### config.mk
export PLATFORM = sky130hd
export DESIGN_NAME = ldq_link_diag
export DESIGN_NICKNAME = d
export VERILOG_FILES = /design/src/design/ldq_pkg.sv /design/src/design/ldq_tdr_tracker.sv /design/src/design/ldq_link_diag.sv
export SDC_FILE = /design/constraint.sdc
export NUM_CORES = 1
export LEC_CHECK = 0
export BUFFER_PORTS_ARGS = -buffer_cell sky130_fd_sc_hd__buf_2
export CORE_MARGIN = 2
export CORE_UTILIZATION = 35
export CTS_BUF_LIST = sky130_fd_sc_hd__clkbuf_4 sky130_fd_sc_hd__clkbuf_8
export CTS_CLUSTER_DIAMETER = 200
export DETAILED_ROUTE_END_ITERATION = 6
export PLACE_DENSITY_LB_ADDON = 0.05
export SYNTH_ARGS = -nofsm -noshare
export SYNTH_HDL_FRONTEND = slang
export SYNTH_SLANG_ARGS = --single-unit
export TNS_END_PERCENT = 30
### constraint.sdc
create_clock -name sys_clk -period 11.45 [get_ports sys_clk]
set_input_delay 1.145 -clock sys_clk [delete_from_list [all_inputs] [get_ports sys_clk]]
set_output_delay 1.145 -clock sys_clk [all_outputs]
set_load 0.02 [all_outputs]
### src/design/ldq_pkg.sv
package ldq_pkg;

  ////////////////////////////////////////////////////////////////////////////
  // register offsets on the management port
  localparam logic [4:0] OFS_REFLECTOMETRY_CONTROL  = 5'h16;
  localparam logic [4:0] OFS_REFLECTOMETRY_WINDOW   = 5'h17;
  localparam logic [4:0] OFS_REFLECTOMETRY_PEAK_RESULT  = 5'h18;
  localparam logic [4:0] OFS_REFLECTOMETRY_THRESHOLD_RESULT   = 5'h19;
  localparam logic [4:0] OFS_VAR_CTRL  = 5'h1A;
  localparam logic [4:0] OFS_VAR_DATA  = 5'h1B;
  localparam logic [4:0] OFS_LQM_CTRL  = 5'h1D;
  localparam logic [4:0] OFS_LQM_DATA  = 5'h1E;

  ////////////////////////////////////////////////////////////////////////////
  // reflectometry_control fields
  localparam int unsigned TDR_EN_BIT     = 15;
  localparam int unsigned TDR_100_BIT    = 14;
  localparam int unsigned TDR_TXPAIR_BIT = 13;
  localparam int unsigned TDR_RXPAIR_BIT = 12;
  localparam int unsigned TDR_SEND_BIT   = 11;
  localparam int unsigned TDR_WID_MSB    = 10;
  localparam int unsigned TDR_WID_LSB    = 8;
  localparam int unsigned TDR_MIN_BIT    = 7;
  localparam int unsigned REFLECTOMETRY_THRESHOLD_RESULT_MSB    = 6;
  localparam logic [15:0] REFLECTOMETRY_CONTROL_RST   = 16'h0000;
  localparam logic [15:0] REFLECTOMETRY_WINDOW_RST    = 16'h00FF;
  localparam int unsigned WIN_START_LSB  = 8;
  localparam logic [7:0]  TDR_LAST_TICK  = 8'hFF;

  ////////////////////////////////////////////////////////////////////////////
  // variance_control fields
  localparam int unsigned VAR_SEL_MSB    = 1;
  localparam int unsigned VAR_SEL_LSB    = 0;
  localparam int unsigned VAR_RDY_BIT    = 15;
  localparam logic [15:0] VAR_CTRL_RST   = 16'h0000;

  ////////////////////////////////////////////////////////////////////////////
  // quality monitor fields
  localparam int unsigned LQM_EN_BIT     = 15;
  localparam int unsigned LQ_N_PARAM     = 5;
  localparam int unsigned LQ_N_THR       = 10;
  localparam int unsigned LQD_SAMPLE_BIT = 13;
  localparam int unsigned LQD_WRITE_BIT  = 12;
  localparam int unsigned LQD_SEL_MSB    = 11;
  localparam int unsigned LQD_SEL_LSB    = 9;
  localparam int unsigned LQD_HI_BIT     = 8;
  localparam logic [3:0]  LQ_N_THR_IDX   = 4'hA;

  localparam logic [2:0] PAR_EQ   = 3'h0;
  localparam logic [2:0] PAR_GAIN = 3'h1;
  localparam logic [2:0] PAR_BLW  = 3'h2;
  localparam logic [2:0] PAR_LONG_TERM_FREQUENCY_OFFSET = 3'h3;
  localparam logic [2:0] PAR_FC   = 3'h4;

  localparam logic [7:0] SMIN = 8'h80;
  localparam logic [7:0] SMAX = 8'h7F;
  localparam logic [7:0] UMIN = 8'h00;
  localparam logic [7:0] UMAX = 8'hFF;

  ////////////////////////////////////////////////////////////////////////////
  // timing
  localparam int unsigned CLK_PERIOD_NS   = 20;
  localparam int unsigned NS_PER_MS       = 1000000;
  localparam int unsigned VAR_STEP_MS     = 2;
  localparam int unsigned VAR_STEP_CYCLES =
    VAR_STEP_MS * NS_PER_MS / CLK_PERIOD_NS;
  localparam int unsigned PULSE_SHORT_NS  = 50;
  localparam int unsigned PULSE_LONG_NS   = 100;
  localparam logic [2:0]  PULSE_SHORT_CYC =
    3'((PULSE_SHORT_NS + CLK_PERIOD_NS - 1) / CLK_PERIOD_NS);
  localparam logic [2:0]  PULSE_LONG_CYC  =
    3'((PULSE_LONG_NS + CLK_PERIOD_NS - 1) / CLK_PERIOD_NS);
  localparam logic [2:0]  LONG_SEL_MIN    = 3'h4;

  ////////////////////////////////////////////////////////////////////////////
  // carriers
  typedef struct packed {
    logic [7:0] eq_c1;
    logic [7:0] gain;
    logic [7:0] blw;
    logic [7:0] long_term_frequency_offset;
    logic [7:0] fc;
  } ldq_dsp_t;

  typedef struct packed {
    logic ten_en;
    logic hundred_en;
    logic positive;
    logic on_rx_pair;
  } ldq_drive_t;

  typedef struct packed {
    logic [7:0] peak_time;
    logic [7:0] peak_val;
    logic [7:0] cross_time;
    logic [7:0] cross_val;
  } ldq_tdr_res_t;

  typedef enum logic [0:0] {
    TDR_IDLE = 1'b0,
    TDR_RUN  = 1'b1
  } ldq_tdr_state_t;

endpackage

### src/design/ldq_tdr_tracker.sv
`timescale 1ns/1ps
module ldq_tdr_tracker
  import ldq_pkg::*;
(
  input  wire logic         sys_clk,   // clock
  input  wire logic         arst_n,    // async reset
  input  wire logic         clk_en,    // clock enable
  input  wire logic         clear,     // new run
  input  wire logic         sample_ok, // sample inside window
  input  wire logic [7:0]   sample,    // adc sample, signed
  input  wire logic [7:0]   timer,     // ticks since pulse
  input  wire logic         min_mode,  // search negative
  input  wire logic [6:0]   thr_mag,   // crossing magnitude
  output ldq_tdr_res_t      result     // peak and crossing
);

  ldq_tdr_res_t res;
  ldq_tdr_res_t next_res;
  logic         have_peak;
  logic         next_have_peak;
  logic         crossed;
  logic         next_crossed;
  logic         better;
  logic         beyond;
  logic signed [7:0] thr_s;

  assign result = res;

  always_comb begin
    thr_s          = $signed({1'b0, thr_mag});
    next_res       = res;
    next_have_peak = have_peak;
    next_crossed   = crossed;
    better = min_mode ? ($signed(sample) < $signed(res.peak_val))
                      : ($signed(sample) > $signed(res.peak_val));
    beyond = min_mode ? ($signed(sample) < -thr_s)
                      : ($signed(sample) > thr_s);
    if (clear) begin
      next_res       = '0;
      next_have_peak = 1'b0;
      next_crossed   = 1'b0;
    end else if (sample_ok) begin
      if (!have_peak || better) begin
        next_res.peak_val  = sample;
        next_res.peak_time = timer;
        next_have_peak     = 1'b1;
      end
      if (!crossed && beyond) begin
        next_res.cross_val  = sample;
        next_res.cross_time = timer;
        next_crossed        = 1'b1;
      end
    end
  end

  always_ff @(posedge sys_clk or negedge arst_n) begin
    if (!arst_n) begin
      res       <= '0;
      have_peak <= 1'b0;
      crossed   <= 1'b0;
    end else if (clk_en) begin
      res       <= next_res;
      have_peak <= next_have_peak;
      crossed   <= next_crossed;
    end
  end

endmodule

### src/design/ldq_link_diag.sv
`timescale 1ns/1ps
// Summary of operation
// - variance accumulates over 2/4/6/8 ms periods
// - 32-bit sum read as two halves
// - monitor compares only while enable set
// - separate high and low warning per parameter
// - warn only strictly beyond threshold
// - thresholds reset to parameter min/max
// - four params signed, gain unsigned
// - sample bit captures adapted value for readback
// - three-bit select, code 010 is wander
// - thresholds written and read indirectly
// - enable bit hands drivers to reflectometry
// - send bit emits pulse, starts timer
// - bit 14 selects 10 Mb or 100 Mb
// - width 0..7 clocks at 100 Mb (10 Mb: 3 or 5 clocks), 100 Mb alternates polarity
// - zero width: no pulse, monitor runs
// - bit 13 chooses pulse pair
// - bit 12 chooses sampled pair
// - bit 7 searches minimum instead of maximum
// - sample only from start to stop tick
// - track peak and first crossing times
// - peak and crossing in separate registers
module ldq_link_diag
  import ldq_pkg::*;
#(
  parameter int unsigned VAR_STEP_CYC = VAR_STEP_CYCLES  // cycles per 2 ms
)(
  input  wire logic        sys_clk,      // 50 MHz clock
  input  wire logic        arst_n,       // async reset
  input  wire logic        clk_en,       // freezes all state when low
  input  wire logic [4:0]  reg_addr,     // register address
  input  wire logic        reg_wr,       // write strobe
  input  wire logic        reg_rd,       // read strobe
  input  wire logic [15:0] reg_wdata,    // write data
  output logic      [15:0] reg_rdata,    // read data, next cycle
  input  ldq_dsp_t         dsp,          // adapted dsp values
  input  wire logic [15:0] err_sq,       // squared error sample
  input  wire logic        err_valid,    // err_sq valid
  input  wire logic [7:0]  adc_tx_pair,  // adc, transmit pair
  input  wire logic [7:0]  adc_rx_pair,  // adc, receive pair
  output ldq_drive_t       tdr_drive,    // pulse drive to line
  output logic             tdr_owns,     // drivers owned by tdr
  output logic             lq_warning    // any warning latched
);

  ////////////////////////////////////////////////////////////////////////////
  // functions
  function automatic logic [7:0] param_value(ldq_dsp_t d, logic [2:0] s);
    case (s)
      PAR_EQ:   param_value = d.eq_c1;
      PAR_GAIN: param_value = d.gain;
      PAR_BLW:  param_value = d.blw;
      PAR_LONG_TERM_FREQUENCY_OFFSET: param_value = d.long_term_frequency_offset;
      PAR_FC:   param_value = d.fc;
      default:  param_value = 8'h00;
    endcase
  endfunction

  function automatic logic [7:0] thr_reset(logic [3:0] idx);
    logic gain;
    gain = (idx[3:1] == PAR_GAIN);
    if (idx[0])
      thr_reset = gain ? UMAX : SMAX;
    else
      thr_reset = gain ? UMIN : SMIN;
  endfunction

  function automatic logic beyond(logic [7:0] v, logic [7:0] t,
                                  logic sgn, logic hi);
    if (sgn)
      beyond = hi ? ($signed(v) > $signed(t))
                  : ($signed(v) < $signed(t));
    else
      beyond = hi ? (v > t) : (v < t);
  endfunction

  function automatic logic [2:0] pulse_cycles(logic m100, logic [2:0] w);
    if (w == 3'h0)
      pulse_cycles = 3'h0;
    else if (m100)
      pulse_cycles = w;
    else
      pulse_cycles = (w >= LONG_SEL_MIN) ? PULSE_LONG_CYC
                                         : PULSE_SHORT_CYC;
  endfunction

  ////////////////////////////////////////////////////////////////////////////
  // access decode
  logic wr_reflectometry_control, wr_reflectometry_window, wr_var_ctrl, wr_lqm_ctrl, wr_lqm_data;
  logic rd_var_data, rd_lqm_ctrl;

  assign wr_reflectometry_control = reg_wr && (reg_addr == OFS_REFLECTOMETRY_CONTROL);
  assign wr_reflectometry_window  = reg_wr && (reg_addr == OFS_REFLECTOMETRY_WINDOW);
  assign wr_var_ctrl = reg_wr && (reg_addr == OFS_VAR_CTRL);
  assign wr_lqm_ctrl = reg_wr && (reg_addr == OFS_LQM_CTRL);
  assign wr_lqm_data = reg_wr && (reg_addr == OFS_LQM_DATA);
  assign rd_var_data = reg_rd && (reg_addr == OFS_VAR_DATA);
  assign rd_lqm_ctrl = reg_rd && (reg_addr == OFS_LQM_CTRL);

  ////////////////////////////////////////////////////////////////////////////
  // variance estimator
  logic [15:0] var_ctrl, next_var_ctrl;
  logic [31:0] var_acc, next_var_acc;
  logic [31:0] var_cnt, next_var_cnt;
  logic [31:0] var_sum, next_var_sum;
  logic [15:0] var_hi, next_var_hi;
  logic        var_half, next_var_half;
  logic        var_rdy, next_var_rdy;
  logic [31:0] var_period;
  logic [31:0] var_term;
  logic        var_end;

  always_comb begin
    var_period = VAR_STEP_CYC *
                 (32'(var_ctrl[VAR_SEL_MSB:VAR_SEL_LSB]) + 32'h1);
    var_term   = err_valid ? {16'h0000, err_sq} : 32'h0;
    var_end    = (var_cnt == var_period - 32'h1);
    next_var_ctrl = var_ctrl;
    next_var_acc  = var_acc;
    next_var_cnt  = var_cnt;
    next_var_sum  = var_sum;
    next_var_hi   = var_hi;
    next_var_half = var_half;
    next_var_rdy  = var_rdy;
    if (rd_var_data) begin
      if (!var_half) begin
        next_var_hi   = var_sum[31:16];
        next_var_half = 1'b1;
      end else begin
        next_var_half = 1'b0;
        next_var_rdy  = 1'b0;
      end
    end
    if (wr_var_ctrl) begin
      next_var_ctrl = reg_wdata;
      next_var_acc  = 32'h0;
      next_var_cnt  = 32'h0;
      next_var_half = 1'b0;
    end else if (var_end) begin
      next_var_sum = var_acc + var_term;
      next_var_acc = 32'h0;
      next_var_cnt = 32'h0;
      next_var_rdy = 1'b1;
    end else begin
      next_var_acc = var_acc + var_term;
      next_var_cnt = var_cnt + 32'h1;
    end
  end

  always_ff @(posedge sys_clk or negedge arst_n) begin
    if (!arst_n) begin
      var_ctrl <= VAR_CTRL_RST;
      var_acc  <= 32'h0;
      var_cnt  <= 32'h0;
      var_sum  <= 32'h0;
      var_hi   <= 16'h0000;
      var_half <= 1'b0;
      var_rdy  <= 1'b0;
    end else if (clk_en) begin
      var_ctrl <= next_var_ctrl;
      var_acc  <= next_var_acc;
      var_cnt  <= next_var_cnt;
      var_sum  <= next_var_sum;
      var_hi   <= next_var_hi;
      var_half <= next_var_half;
      var_rdy  <= next_var_rdy;
    end
  end

  ////////////////////////////////////////////////////////////////////////////
  // link quality monitor
  logic        lqm_en, next_lqm_en;
  logic [9:0]  warn, next_warn;
  logic [9:0]  raise;
  logic [7:0]  thr_q [LQ_N_THR];
  logic [7:0]  next_thr [LQ_N_THR];
  logic [3:0]  lqd_addr, next_lqd_addr;
  logic [7:0]  lqd_sample, next_lqd_sample;
  logic        lqd_show, next_lqd_show;
  logic [3:0]  wr_idx;
  logic [2:0]  wr_sel;
  logic [7:0]  thr_read;

  assign wr_sel = reg_wdata[LQD_SEL_MSB:LQD_SEL_LSB];
  assign wr_idx = reg_wdata[LQD_SEL_MSB:LQD_HI_BIT];

  always_comb begin
    raise = 10'h000;
    for (int k = 0; k < LQ_N_PARAM; k++) begin
      if (lqm_en) begin
        raise[2*k]   = beyond(param_value(dsp, 3'(k)), thr_q[2*k],
                              3'(k) != PAR_GAIN, 1'b0);
        raise[2*k+1] = beyond(param_value(dsp, 3'(k)), thr_q[2*k+1],
                              3'(k) != PAR_GAIN, 1'b1);
      end
    end
    next_warn = (rd_lqm_ctrl ? 10'h000 : warn) | raise;
    next_lqm_en     = wr_lqm_ctrl ? reg_wdata[LQM_EN_BIT] : lqm_en;
    next_lqd_addr   = lqd_addr;
    next_lqd_sample = lqd_sample;
    next_lqd_show   = lqd_show;
    for (int i = 0; i < LQ_N_THR; i++) begin
      next_thr[i] = thr_q[i];
    end
    if (wr_lqm_data) begin
      next_lqd_addr = wr_idx;
      next_lqd_show = reg_wdata[LQD_SAMPLE_BIT];
      if (reg_wdata[LQD_SAMPLE_BIT]) begin
        next_lqd_sample = param_value(dsp, wr_sel);
      end
      if (reg_wdata[LQD_WRITE_BIT] && (wr_idx < LQ_N_THR_IDX)) begin
        next_thr[wr_idx] = reg_wdata[7:0];
      end
    end
    thr_read = (lqd_addr < LQ_N_THR_IDX) ? thr_q[lqd_addr] : 8'h00;
  end

  always_ff @(posedge sys_clk or negedge arst_n) begin
    if (!arst_n) begin
      lqm_en     <= 1'b0;
      warn       <= 10'h000;
      lqd_addr   <= 4'h0;
      lqd_sample <= 8'h00;
      lqd_show   <= 1'b0;
      for (int i = 0; i < LQ_N_THR; i++) begin
        thr_q[i] <= thr_reset(4'(i));
      end
    end else if (clk_en) begin
      lqm_en     <= next_lqm_en;
      warn       <= next_warn;
      lqd_addr   <= next_lqd_addr;
      lqd_sample <= next_lqd_sample;
      lqd_show   <= next_lqd_show;
      for (int i = 0; i < LQ_N_THR; i++) begin
        thr_q[i] <= next_thr[i];
      end
    end
  end

  assign lq_warning = |warn;

  ////////////////////////////////////////////////////////////////////////////
  // reflectometry sequencer
  ldq_tdr_state_t tdr_state, next_tdr_state;
  logic [15:0]    reflectometry_control, next_reflectometry_control;
  logic [15:0]    reflectometry_window, next_reflectometry_window;
  logic [7:0]     tdr_timer, next_tdr_timer;
  logic [2:0]     pulse_left, next_pulse_left;
  logic           pol, next_pol;
  ldq_drive_t     drive, next_drive;
  logic           tdr_start;
  logic           sample_ok;
  logic [7:0]     mon_sample;
  ldq_tdr_res_t   tdr_res;

  assign tdr_start = wr_reflectometry_control && reg_wdata[TDR_SEND_BIT]
                     && reg_wdata[TDR_EN_BIT];

  always_comb begin
    next_tdr_state  = tdr_state;
    next_tdr_timer  = tdr_timer;
    next_pulse_left = pulse_left;
    next_pol        = pol;
    next_reflectometry_control   = reflectometry_control;
    next_reflectometry_window    = wr_reflectometry_window ? reg_wdata : reflectometry_window;
    if (wr_reflectometry_control) begin
      next_reflectometry_control = reg_wdata;
      next_reflectometry_control[TDR_SEND_BIT] = 1'b0;
    end
    case (tdr_state)
      TDR_IDLE: begin
        if (tdr_start) begin
          next_tdr_state  = TDR_RUN;
          next_tdr_timer  = 8'h00;
          next_pulse_left = pulse_cycles(reg_wdata[TDR_100_BIT],
                              reg_wdata[TDR_WID_MSB:TDR_WID_LSB]);
          if (reg_wdata[TDR_100_BIT] &&
              reg_wdata[TDR_WID_MSB:TDR_WID_LSB] != 3'h0) begin
            next_pol = ~pol;
          end
        end
      end
      TDR_RUN: begin
        next_tdr_timer = tdr_timer + 8'h01;
        if (pulse_left != 3'h0) begin
          next_pulse_left = pulse_left - 3'h1;
        end
        if (tdr_timer == TDR_LAST_TICK) begin
          next_tdr_state  = TDR_IDLE;
          next_pulse_left = 3'h0;
        end
      end
      default: begin
        next_tdr_state = TDR_IDLE;
      end
    endcase
    if (!next_reflectometry_control[TDR_EN_BIT]) begin
      next_tdr_state  = TDR_IDLE;
      next_pulse_left = 3'h0;
    end
    next_drive.ten_en     = (next_pulse_left != 3'h0)
                            && !next_reflectometry_control[TDR_100_BIT];
    next_drive.hundred_en = (next_pulse_left != 3'h0)
                            && next_reflectometry_control[TDR_100_BIT];
    next_drive.positive   = next_reflectometry_control[TDR_100_BIT] ? next_pol
                                                       : 1'b1;
    next_drive.on_rx_pair = next_reflectometry_control[TDR_TXPAIR_BIT];
  end

  always_ff @(posedge sys_clk or negedge arst_n) begin
    if (!arst_n) begin
      tdr_state  <= TDR_IDLE;
      reflectometry_control   <= REFLECTOMETRY_CONTROL_RST;
      reflectometry_window    <= REFLECTOMETRY_WINDOW_RST;
      tdr_timer  <= 8'h00;
      pulse_left <= 3'h0;
      pol        <= 1'b0;
      drive      <= '0;
    end else if (clk_en) begin
      tdr_state  <= next_tdr_state;
      reflectometry_control   <= next_reflectometry_control;
      reflectometry_window    <= next_reflectometry_window;
      tdr_timer  <= next_tdr_timer;
      pulse_left <= next_pulse_left;
      pol        <= next_pol;
      drive      <= next_drive;
    end
  end

  assign tdr_drive = drive;
  assign tdr_owns  = reflectometry_control[TDR_EN_BIT];
  assign mon_sample = reflectometry_control[TDR_RXPAIR_BIT] ? adc_rx_pair
                                               : adc_tx_pair;
  assign sample_ok = (tdr_state == TDR_RUN)
                     && (tdr_timer >= reflectometry_window[15:WIN_START_LSB])
                     && (tdr_timer <= reflectometry_window[WIN_START_LSB-1:0]);

  ldq_tdr_tracker u_tracker (
    .sys_clk   (sys_clk),
    .arst_n    (arst_n),
    .clk_en    (clk_en),
    .clear     (tdr_start && (tdr_state == TDR_IDLE)),
    .sample_ok (sample_ok),
    .sample    (mon_sample),
    .timer     (tdr_timer),
    .min_mode  (reflectometry_control[TDR_MIN_BIT]),
    .thr_mag   (reflectometry_control[REFLECTOMETRY_THRESHOLD_RESULT_MSB:0]),
    .result    (tdr_res)
  );

  ////////////////////////////////////////////////////////////////////////////
  // read data
  logic [15:0] rdata, next_rdata;

  always_comb begin
    next_rdata = rdata;
    if (reg_rd) begin
      case (reg_addr)
        OFS_REFLECTOMETRY_CONTROL: begin
          next_rdata = reflectometry_control;
          next_rdata[TDR_SEND_BIT] = (tdr_state == TDR_RUN);
        end
        OFS_REFLECTOMETRY_WINDOW:  next_rdata = reflectometry_window;
        OFS_REFLECTOMETRY_PEAK_RESULT: next_rdata = {tdr_res.peak_time,
                                    tdr_res.peak_val};
        OFS_REFLECTOMETRY_THRESHOLD_RESULT:  next_rdata = {tdr_res.cross_time,
                                    tdr_res.cross_val};
        OFS_VAR_CTRL: begin
          next_rdata = var_ctrl;
          next_rdata[VAR_RDY_BIT] = var_rdy;
        end
        OFS_VAR_DATA: next_rdata = var_half ? var_hi
                                            : var_sum[15:0];
        OFS_LQM_CTRL: next_rdata = {lqm_en, 5'h00, warn};
        OFS_LQM_DATA: next_rdata = {4'h0, lqd_addr,
                                    lqd_show ? lqd_sample
                                             : thr_read};
        default:      next_rdata = 16'h0000;
      endcase
    end
  end

  always_ff @(posedge sys_clk or negedge arst_n) begin
    if (!arst_n) begin
      rdata <= 16'h0000;
    end else if (clk_en) begin
      rdata <= next_rdata;
    end
  end

  assign reg_rdata = rdata;

endmodule

==> results of run 1 <==
-- state kept, by name, indices dropped and copies added (netlist names), 8 cells and up --
signal / flops
warn: 10
lqd_sample: 8
reflectometry_window: 16
var_hi: 16
var_acc: 32
reflectometry_control: 15
tdr_timer: 8
u_tracker.result: 32
var_cnt: 32
var_sum: 32
var_ctrl: 15
thr_q: 80
reg_rdata: 16
-- final timing paths --
path,end,slack [ns],from,cells past startpoint
max reg2reg,var_sum[0]$_DFFE_PN0P_,6.92,var_ctrl[0]$_DFFE_PN0P_,12
min in group asynchronous,var_cnt[26]$_DFFE_PN0P_,0.48,arst_n,1
min reg2reg,reg_rdata[13]$_DFFE_PN0P_,0.47,reg_rdata[13]$_DFFE_PN0P_,1
min,reg_rdata[13]$_DFFE_PN0P_,0.47,reg_rdata[13]$_DFFE_PN0P_,1
max,var_sum[0]$_DFFE_PN0P_,6.92,var_ctrl[0]$_DFFE_PN0P_,12
max in group asynchronous,thr_q[59]$_DFFE_PN0P_,8.85,arst_n,3
-- power groups by stage --
| stage | Clock (mW) | Combinational, mW | Sequential, mW |
|---|---|---|---|
| after floorplan | 0 | 0.520 | 1.35 |
| after global placement | 0 | 0.721 | 1.43 |
| final | 1.28 | 0.721 | 1.41 |
| after detailed placement | 0 | 0.726 | 1.43 |
| after global routing | 1.37 | 0.802 | 1.42 |
| after CTS | 1.32 | 0.731 | 1.41 |
-- stage by stage --
stage | area, µm² | setup slack [ns] | power [mW] | std cells
2_1_floorplan | 20300 | 7.68 | 1.87 | 2042
3_3_place_gp | 21600 | 6.97 | 2.15 | 2842
3_5_place_dp | 21600 | 6.89 | 2.16 | 2842
4_1_cts | 23000 | 6.88 | 3.46 | 2961
5_1_grt | 23000 | 6.63 | 3.60 | 2963
6_report | 23000 | 6.92 | 3.41 | 2963
-- Yosys cell counts, types with 5 or more instances --
cell type,n,area (µm²)
o311a_1,5,50.1
nand4_1,27,169
dfstp_2,48,1260
o21a_1,17,128
dfrtp_1,282,7060
mux2_4,29,435
and3_1,11,68.8
xnor2_1,32,280
a2111oi_0,8,70.1
o21bai_1,8,60.1
buf_1,5,18.8
nand2b_1,24,150
a31oi_1,37,231
and2_1,32,200
xor2_1,19,166
o21ai_0,167,836
mux2_2,90,1010
a41oi_1,9,78.8
nor2_1,73,274
buf_4,8,60.1
buf_2,18,90.1
inv_1,164,616
or3_1,10,62.6
a21o_1,42,315
mux4_2,16,360
a21oi_1,111,556
nor2b_1,24,150
nand3_1,44,220
nor4_1,14,87.6
o22a_1,6,52.6
nor3_1,29,145
ha_1,144,1800
mux2i_1,56,561
a211oi_1,10,75.1
o211ai_1,8,60.1
a222oi_1,26,260
a22oi_1,27,203
clkbuf_1,77,289
nand3b_1,10,75.1
a22o_1,20,175
nand2_1,162,608
o22ai_1,5,31.3
-- routing by layer --
metal  part of all wire (%)  up-vias  wire [µm]  track usage (%)
met2                     50      348      33600             39.5
met5                  0.019        -         13                0
met3                    3.7      101       2530             3.73
li1                       -     7627          -                -
met1                     44     7868      29900             29.2
met4                    2.3        2       1530             6.08
-- final cells by class --
type / count / area [µm²] / area share [%]
diodes: 2 / 5.00 / 0.0218
clock buffers: 109 / 1310 / 5.69
clock inverters: 10 / 66.3 / 0.289
inverters: 165 / 619 / 2.70
multi-input cells: 1434 / 10900 / 47.4
flip-flops and latches: 330 / 8320 / 36.2
well taps: 765 / 957 / 4.17
repair buffers: 148 / 821 / 3.57
-- logic make-up (layout without fill, tap and decap cells) --
| kind of cell | count (synthesis) | after routing | synth area share [%] |
|---|---|---|---|
| xor+xnor | 52 | 52 | 2.28 |
| flops | 330 | 330 | 41.0 |
| mux | 191 | 191 | 11.7 |
| buf+inv | 278 | 432 | 5.71 |
| compound gates | 547 | 547 | 17.6 |
| other cells | 0 | 2 | 0 |
| simple gates | 499 | 499 | 12.8 |
| fa+ha+maj | 145 | 145 | 8.97 |
==> flow_summary.yaml, run 1 <==
yosys:
  synth_cell_types: 90
  ys_ff_latch: 330
  yosysSeqAreaShare_pct: 41.0
  async_reset_ff_share_pct: 100
  synth-edff-count: 0
  syn_nets: 2286
  syn_area_um2: 20300
  yosys_warnings: 0
  synth_cells: 2042
  synth_ff_type: "dfrtp_1"
  syn_avg_cell_area_um2: 9.94
hold_path:
  hold_class: "reg2reg"
cells_and_area:
  layout-drive-gt1-share_pct: 21.9
  areaGrowthSynthToFinish_pct: 13.2
  fill_cells: 5759
  final_core_util_pct: 40.0
  nets: 2390
  final_cell_mix: "dfrtp_1, o21ai_0, inv_1"
  layout_commonest_cell: "dfrtp_1"
sta:
  min_period_ns: 4.53
  hold_violations: 0
  final.setup.tns_ns: 0
  finalCritPeriodShare_pct: 39.6
  timing.slew.headroom_pct: 18.5
  clock_skew_ns: 0.0351
  tightest_slew_ns: 1.22
  setup_viol: 0
  timing.hold.ws_ns: 0.474
  max_freq_ghz: 0.221
  drv_slew: 0
  rsz0062_at_grt: "false"
floorplanning:
  ios: 121
  core-area_um2: 57500
  fp.dieW_um: 245
  initial_core_util_pct: 35.3
  die_area_um2: 59900
  die_y_um: 245
  fp-row-count: 88
global_routing:
  antenna_found_initial: 3
  first_global_vias: 15900
  grt_overflow: 0
  grt_max_degree: 91
  groute.usage.overall_pct: 22.7
  grt_pass1_wl_um: 103000
route:
  drcViolationCount: 2
  drt_iter0_markers: 1148
  wl_um: 67600
  drt-pass1-iter-count: 7
  ant_nets: 0
  vias: 15900
  viasPerCell: 5.38
  wl_per_cell_um: 22.8
clocking:
  clock_path_buffers: 3
  clock_latency_ns: 0.66
  cts-htree-levels: 3
  clk_pin_slew_ns: 0.06
  cts_inserted_buffers: 67
  cts_tree: "yes"
  cts.sinks: 330
  cts_resized: 0
  ctsHoldBuffers: 0
  cts_setup_buffers: 0
  root_buffer: "clkbuf_8"
pwr:
  netSwitchingFraction_pct: 32.8
  power_density_nw_per_um2: 148
  peakVddDrop_v: 0.0000933
  combPwrFrac_pct: 21.1
  p_clk_share_pct: 37.5
  p_int_mw: 2.29
  leakagePower_nw: 10.8
  switchingPower_mw: 1.12
  p_seq_share_pct: 41.4
status:
  status: "complete, but fails checks"
  violations: "DRC"
place:
  place.gp.congestion: 0.874
  io_buffers: 120
  dpl.hpwl_um: 48800
setup_path:
  path_class: "reg2reg"
  cp_max_fo: 32
  cp.required_ns: 11.96
  arrival_ns: 5.04
  critPathMostFrequentCell: "ha_1"
  slowest_stage: "dfrtp_1"
  critPathMaxStageDelay_ns: 0.70
  critPathLaunchType: "flop"
  path_cells: "inv_1, ha_1, xnor2_1, ha_1, xor2_2, o22ai_1, or4_4, nor4_4, nand3_2, nor2_4, buf_4, mux2_2"
  crit_buf_inv: 2
  cp-end-kind: "flop"
  critical_path.top_delay_family: "simple AND/OR/NAND/NOR gates"
run:
  maxCapViolCount: 0
(Power assumes the default switching activity.)
==> run 2, diff against run 1 <==
Settings changed: ABC_AREA set to 1.
Clock period 11.45 ns to 4.55 ns, I/O delays scaled along.
==> run 2 against run 1 <==
Effect of this change: the flow now finishes without violations; synthesized cell count up 41%; critical path type unchanged; cell count up 29%; hold slack worse by 0.39 ns; design area up 3.5%; highest routed layer is now met4; via count increased by 22%.
==> flow_summary.yaml, run 2 <==
global_routing:
  grt_max_degree: 89
  grt_overflow: 0
  groute.usage.overall_pct: 23.8
  first_global_vias: 19100
  grt_pass1_wl_um: 115000
  antenna_found_initial: 1
pwr:
  leakagePower_nw: 11.8
  combPwrFrac_pct: 24.8
  p_seq_share_pct: 39.5
  peakVddDrop_v: 0.000264
  netSwitchingFraction_pct: 35.6
  switchingPower_mw: 3.17
  power_density_nw_per_um2: 375
  p_clk_share_pct: 35.7
  p_int_mw: 5.75
yosys:
  syn_nets: 3130
  synth_most_common_cell: "nand2_1"
  synth-edff-count: 0
  synth_cells: 2886
  yosys_warnings: 0
  synth_common_cells: "nand2_1, inv_1, dfrtp_1"
  syn_avg_cell_area_um2: 7.34
  synth_ff_type: "dfrtp_1"
  ys_ff_latch: 330
  synth_top_area_cell: "dfrtp_1"
  synthTopCellsByArea: "dfrtp_1, nand2_1, ha_1, inv_1, dfstp_2"
  yosysSeqAreaShare_pct: 39.3
  synth_top_area_share_pct: 33.3
  syn_area_um2: 21200
  synth_cell_types: 59
  async_reset_ff_share_pct: 100
clocking:
  root_buffer: "clkbuf_8"
  cts_tree: "yes"
  cts_resized: 0
  cts.sinks: 330
  cts-htree-levels: 3
  clock_path_buffers: 3
  cts_inserted_buffers: 67
  clock_latency_ns: 0.64
  clk_pin_slew_ns: 0.06
cells_and_area:
  regMostFlops: "thr_q"
  nets: 3234
  final_cell_area_um2: 23800
  final_cell_mix: "nand2_1, inv_1, dfrtp_1"
  largest_reg_flops: 80
  layout_commonest_cell: "nand2_1"
  layout-drive-gt1-share_pct: 11.9
  areaGrowthSynthToFinish_pct: 12.3
setup_path:
  cp_max_fo: 32
  arrival_ns: 4.31
  cp-end-kind: "flop"
  critPathLaunchType: "flop"
  path_class: "reg2reg"
  cp.required_ns: 5.11
status:
  status: "completed"
route:
  wl_um: 74300
  ant_nets: 0
  drt_iter0_markers: 1415
  viasPerCell: 5.09
  vias: 19400
  drcViolationCount: 0
  wl_per_cell_um: 19.5
  drt-pass1-iter-count: 6
floorplanning:
  die_area_um2: 62500
  ios: 121
  initial_core_util_pct: 35.3
  fp-row-count: 90
  die_y_um: 250
  fp.dieW_um: 250
  core-area_um2: 60000
sta:
  tightest_slew_ns: 1.09
  hold_violations: 0
  setup_viol: 0
  max_freq_ghz: 0.267
  finalCritPeriodShare_pct: 82.4
  clock_skew_ns: 0.0335
  timing.slew.headroom_pct: 26.8
  drv_slew: 0
  min_period_ns: 3.75
  rsz0062_at_grt: "false"
  final.setup.tns_ns: 0
  setup_ws_ns: 0.800
hold_path:
  hold_class: "in2reg"
place:
  post_dp_cell_area_um2: 22400
  dpl.hpwl_um: 54900
  io_buffers: 120
  place.gp.congestion: 0.895
  pre_cts_ws_ns: 0.791
run:
  maxCapViolCount: 0
## run 2: per-layer routing
metal | track usage, % | share of wire, % | vias to the layer above
li1 | - | - | 9585
met1 | 32.9 | 47 | 9230
met2 | 38.1 | 45 | 490
met3 | 3.89 | 4.9 | 115
met4 | 7.58 | 3.1 | 0
met5 | 0 | 0 | -
## run 2: worst paths after layout
check	startpoint	end	slack, ns	cells past startpoint
worst max-delay path	var_ctrl[0]$_DFFE_PN0P_	var_sum[29]$_DFFE_PN0P_	0.80	20
worst min-delay path	reg_wdata[7]	thr_q[71]$_DFFE_PN0P_	0.09	3
worst max register to register	var_ctrl[0]$_DFFE_PN0P_	var_sum[29]$_DFFE_PN0P_	0.80	20
worst min register to register	u_tracker.result[17]$_DFFE_PN0P_	u_tracker.result[17]$_DFFE_PN0P_	0.47	2
max in group asynchronous	arst_n	var_acc[30]$_DFFE_PN0P_	3.03	3
min in group asynchronous	arst_n	thr_q[39]$_DFFE_PN0P_	0.39	2
## run 2: what timing repair did
action | CTS | global route
buffers inserted | 0 | 0
hold buffers | 1 | 0
endpoints found under the hold margin | 74 | 0
## run 2: area by class of cell
type / count / area (µm²)
clock buffers: 103 / 1300
clock inverters: 6 / 37.5
fillers: 6367 / 36200
multi-input cells: 2095 / 11000
diodes: 1 / 2.50
inverters: 361 / 1360
flip-flops and latches: 330 / 8320
well taps: 782 / 978
repair buffers: 135 / 751
## run 2: logic make-up (layout without fill, tap and decap cells)
kind of cell,count (synthesis),in the layout,share of synthesized area [%]
and+or+nand+nor,1403,1403,27.8
AOI/OAI and AO/OA,471,471,12.3
buffers and inverters,461,605,8.63
DFF,330,330,39.3
adders and majority gates,145,145,8.61
xor gates and xnor gates,57,57,2.36
muxes,19,19,0.993
other,0,1,0
## run 2: power groups by stage
stage / Clock (mW) / Sequential [mW] / Combinational, mW
2_1_floorplan: 0 / 3.47 / 1.48
3_3_place_gp: 0 / 3.56 / 2.20
3_5_place_dp: 0 / 3.57 / 2.21
4_1_cts: 3.29 / 3.52 / 2.23
5_1_grt: 3.42 / 3.57 / 2.52
6_report: 3.18 / 3.53 / 2.21
## run 2: per-stage QoR
step           instances  hold WS, ns  power, mW  utilization, %
2_1_floorplan       2886        0.159       4.95               -
3_3_place_gp        3702        0.454       5.76            37.4
3_5_place_dp        3702        0.458       5.78            37.4
4_1_cts             3812       0.0369       9.03            39.6
5_1_grt             3813       0.0571       9.51            39.6
6_report            3813       0.0875       8.92            39.6
## run 2: worst max-delay path: stages, from the launching register on
cell and delay, ns:
dfrtp_1 0.57, inv_2 0.18, ha_1 0.44, inv_2 0.09, nand2_1 0.09, nand2_1 0.09, ha_1 0.33, nand2_1 0.10
inv_1 0.04, nor2_1 0.07, nand2_1 0.07, nand2_1 0.05, nand2_1 0.04, nand2_1 0.05, nand4_1 0.06, nor2_1 0.17
nand3_2 0.14, buf_4 0.28, nor2_4 0.56, nand2_1 0.14, nand2_1 0.09
==> run 3, diff against run 2 <==
Settings changed: ABC_AREA 1 to 0.
Clock period 4.55 ns to 3.1 ns, I/O delays scaled along.
==> run 3 against run 2 <==
Effect of this change: the flow now finishes with violations (setup timing); critical path type unchanged; non-clock buffer count is 132 higher; utilization up 2.5 points; flip-flop and latch count is the same; via count is 15% lower; register-to-register slack worse by 1.0 ns; count of clock-buffer cells in the layout rose by 5; maximum frequency grew 13%; clock power is 50% higher; largest cell class unchanged.
==> flow_summary.yaml, run 3 (same netlist as run 1, synthesis figures left out) <==
cells_and_area:
  regMostFlops: "thr_q"
  areaGrowthSynthToFinish_pct: 19.1
  fill_cells: 5761
  layout_commonest_cell: "dfrtp_1"
  nets: 2508
  largest_reg_flops: 80
  final_cell_mix: "dfrtp_1, o21ai_0, inv_1, nand2_1, ha_1"
  layout-drive-gt1-share_pct: 26.1
  final_core_util_pct: 42.1
clocking:
  clock_latency_ns: 0.66
  root_buffer: "clkbuf_8"
  cts_inserted_buffers: 66
  cts.sinks: 330
  clock_path_buffers: 3
  clk_pin_slew_ns: 0.06
  cts-htree-levels: 3
  cts_tree: "yes"
global_routing:
  first_global_vias: 16800
  grt_pass1_wl_um: 105000
  groute.usage.overall_pct: 23.0
  antenna_found_initial: 2
  grt_overflow: 0
  grt_max_degree: 75
route:
  drt_iter0_markers: 1028
  drt-pass1-iter-count: 6
  wl_um: 68100
  ant_nets: 0
  drcViolationCount: 0
  vias: 16400
  wl_per_cell_um: 22.1
  viasPerCell: 5.34
setup_path:
  reg2regPathDepth: 13
  critPathMostFrequentCell: "ha_4"
  path_class: "reg2reg"
  cp-end-kind: "flop"
  cp.required_ns: 3.61
  rrSetupSlack_ns: -0.21
  slowest_stage: "or4_4"
  cp.depth: 13
  cp_max_fo: 31
  reg2reg_from: "var_ctrl[0]$_DFFE_PN0P_"
  crit_start: "var_ctrl[0]$_DFFE_PN0P_"
  critPathMaxStageDelay_ns: 0.52
  arrival_ns: 3.82
  path_cells: "clkinv_4, ha_4, xnor2_4, ha_4, xor2_2, o22ai_1, or4_4, nor4_4, buf_4, a31oi_4, buf_12, and3_1, a211o_1"
  critical_path.top_delay_family: "simple AND/OR/NAND/NOR gates"
  critPathLaunchType: "flop"
  r2r-end: "var_cnt[6]$_DFFE_PN0P_"
  crit_buf_inv: 3
  endpoint: "var_cnt[6]$_DFFE_PN0P_"
sta:
  setup_viol: 92
  clock_skew_ns: 0.0360
  rsz0062_at_grt: "true"
  timing.slew.headroom_pct: 52.6
  drv_slew: 0
  max_freq_ghz: 0.302
  setup_ws_ns: -0.209
  tightest_slew_ns: 0.711
  finalCritPeriodShare_pct: 107
  hold_violations: 0
  min_period_ns: 3.31
pwr:
  leakagePower_nw: 11.4
  power_mw: 13.0
  power_density_nw_per_um2: 536
  peakVddDrop_v: 0.000295
floorplanning:
  die_area_um2: 59900
  die_y_um: 245
  initial_core_util_pct: 35.3
  core-area_um2: 57500
  fp-row-count: 88
  fp.dieW_um: 245
  ios: 121
place:
  place.gp.congestion: 0.874
  pre_cts_ws_ns: -0.316
  dpl.hpwl_um: 50900
  io_buffers: 120
status:
  status: "complete, but fails checks"
  violations: "setup timing"
hold_path:
  hold_class: "in2reg"
run:
  maxCapViolCount: 0
[run 3: cell count changes in the layout (fill, tap and decap cells not counted), moves of 38 or more]
| cell | change |
|---|---|
| a21o_1 | +38 |
| buf_4 | +111 |
| inv_1 | -187 |
| mux2_2 | +72 |
| mux2i_1 | +52 |
| nand2_1 | -775 |
| nand3_1 | -121 |
| nor2_1 | -76 |
| o21ai_0 | -69 |
[run 3: report_power, final]
part	internal (mW)	leakage [nW]	total [mW]	switching (mW)
registers	4.71	4.02	5.16	0.449
logic	1.35	6.67	3.05	1.70
clock network	2.70	0.736	4.77	2.06
total	8.76	11.4	13.0	4.21
[run 3: worst min-delay path, stage by stage]
cell and delay (ns):
buf_2 0.24, nand2_1 0.10, o21ai_0 0.07
[run 3: how the worst min path moves through the flow]
stage / startpoint / end / slack (ns) / cells past startpoint
global placement: arst_n / var_cnt[28]$_DFFE_PN0P_ / 0.35 / 1
finish: reg_wdata[2] / thr_q[18]$_DFFE_PN1P_ / 0.08 / 3
global route: reg_wdata[5] / thr_q[21]$_DFFE_PN1P_ / 0.07 / 3
CTS: reg_wdata[2] / thr_q[18]$_DFFE_PN1P_ / 0.04 / 3
detailed placement: arst_n / var_cnt[26]$_DFFE_PN0P_ / 0.35 / 1
floorplan: arst_n / lqd_addr[0]$_DFFE_PN0P_ / 0.01 / 0
[run 3: repair_timing]
item | CTS | global route
hold buffers | 6 | 0
hold endpoints to repair | 75 | 0
endpoints found under the setup margin | 108 | 115
pin swaps | 4 | 3
gates resized for setup | 9 | 17
buffers inserted | 7 | 0
cloned | 1 | 1
[run 3: layout make-up]
class / count / area, µm² / share of cell area, %
antenna: 1 / 2.50 / 0.0103
inverter: 165 / 624 / 2.58
clock inverter: 8 / 48.8 / 0.202
clock buffer: 108 / 1330 / 5.50
timing repair buffer: 267 / 1940 / 8.00
sequential: 330 / 8320 / 34.4
multi-input combinational: 1434 / 11000 / 45.3
tap: 765 / 957 / 3.96
[run 3: per-stage QoR]
stage	hold slack [ns]	instances	instance area, µm²	TNS (ns)
final	0.0819	3078	24200	-8.70
after floorplan	0.0144	2042	20300	-28.46
after global routing	0.0722	3078	24200	-21.56
after global placement	0.352	2946	22500	-14.60
after CTS	0.0420	3076	24100	-11.54
after detailed placement	0.348	2946	22500	-20.02
[run 3: layer usage]
metal / vias to the layer above / wire, µm / global-route usage [%]
met5: - / 16 / 0
met4: 2 / 1630 / 6.22
met3: 97 / 2810 / 4.18
met2: 339 / 33900 / 40.1
met1: 8143 / 29700 / 29.2
li1: 7866 / - / -
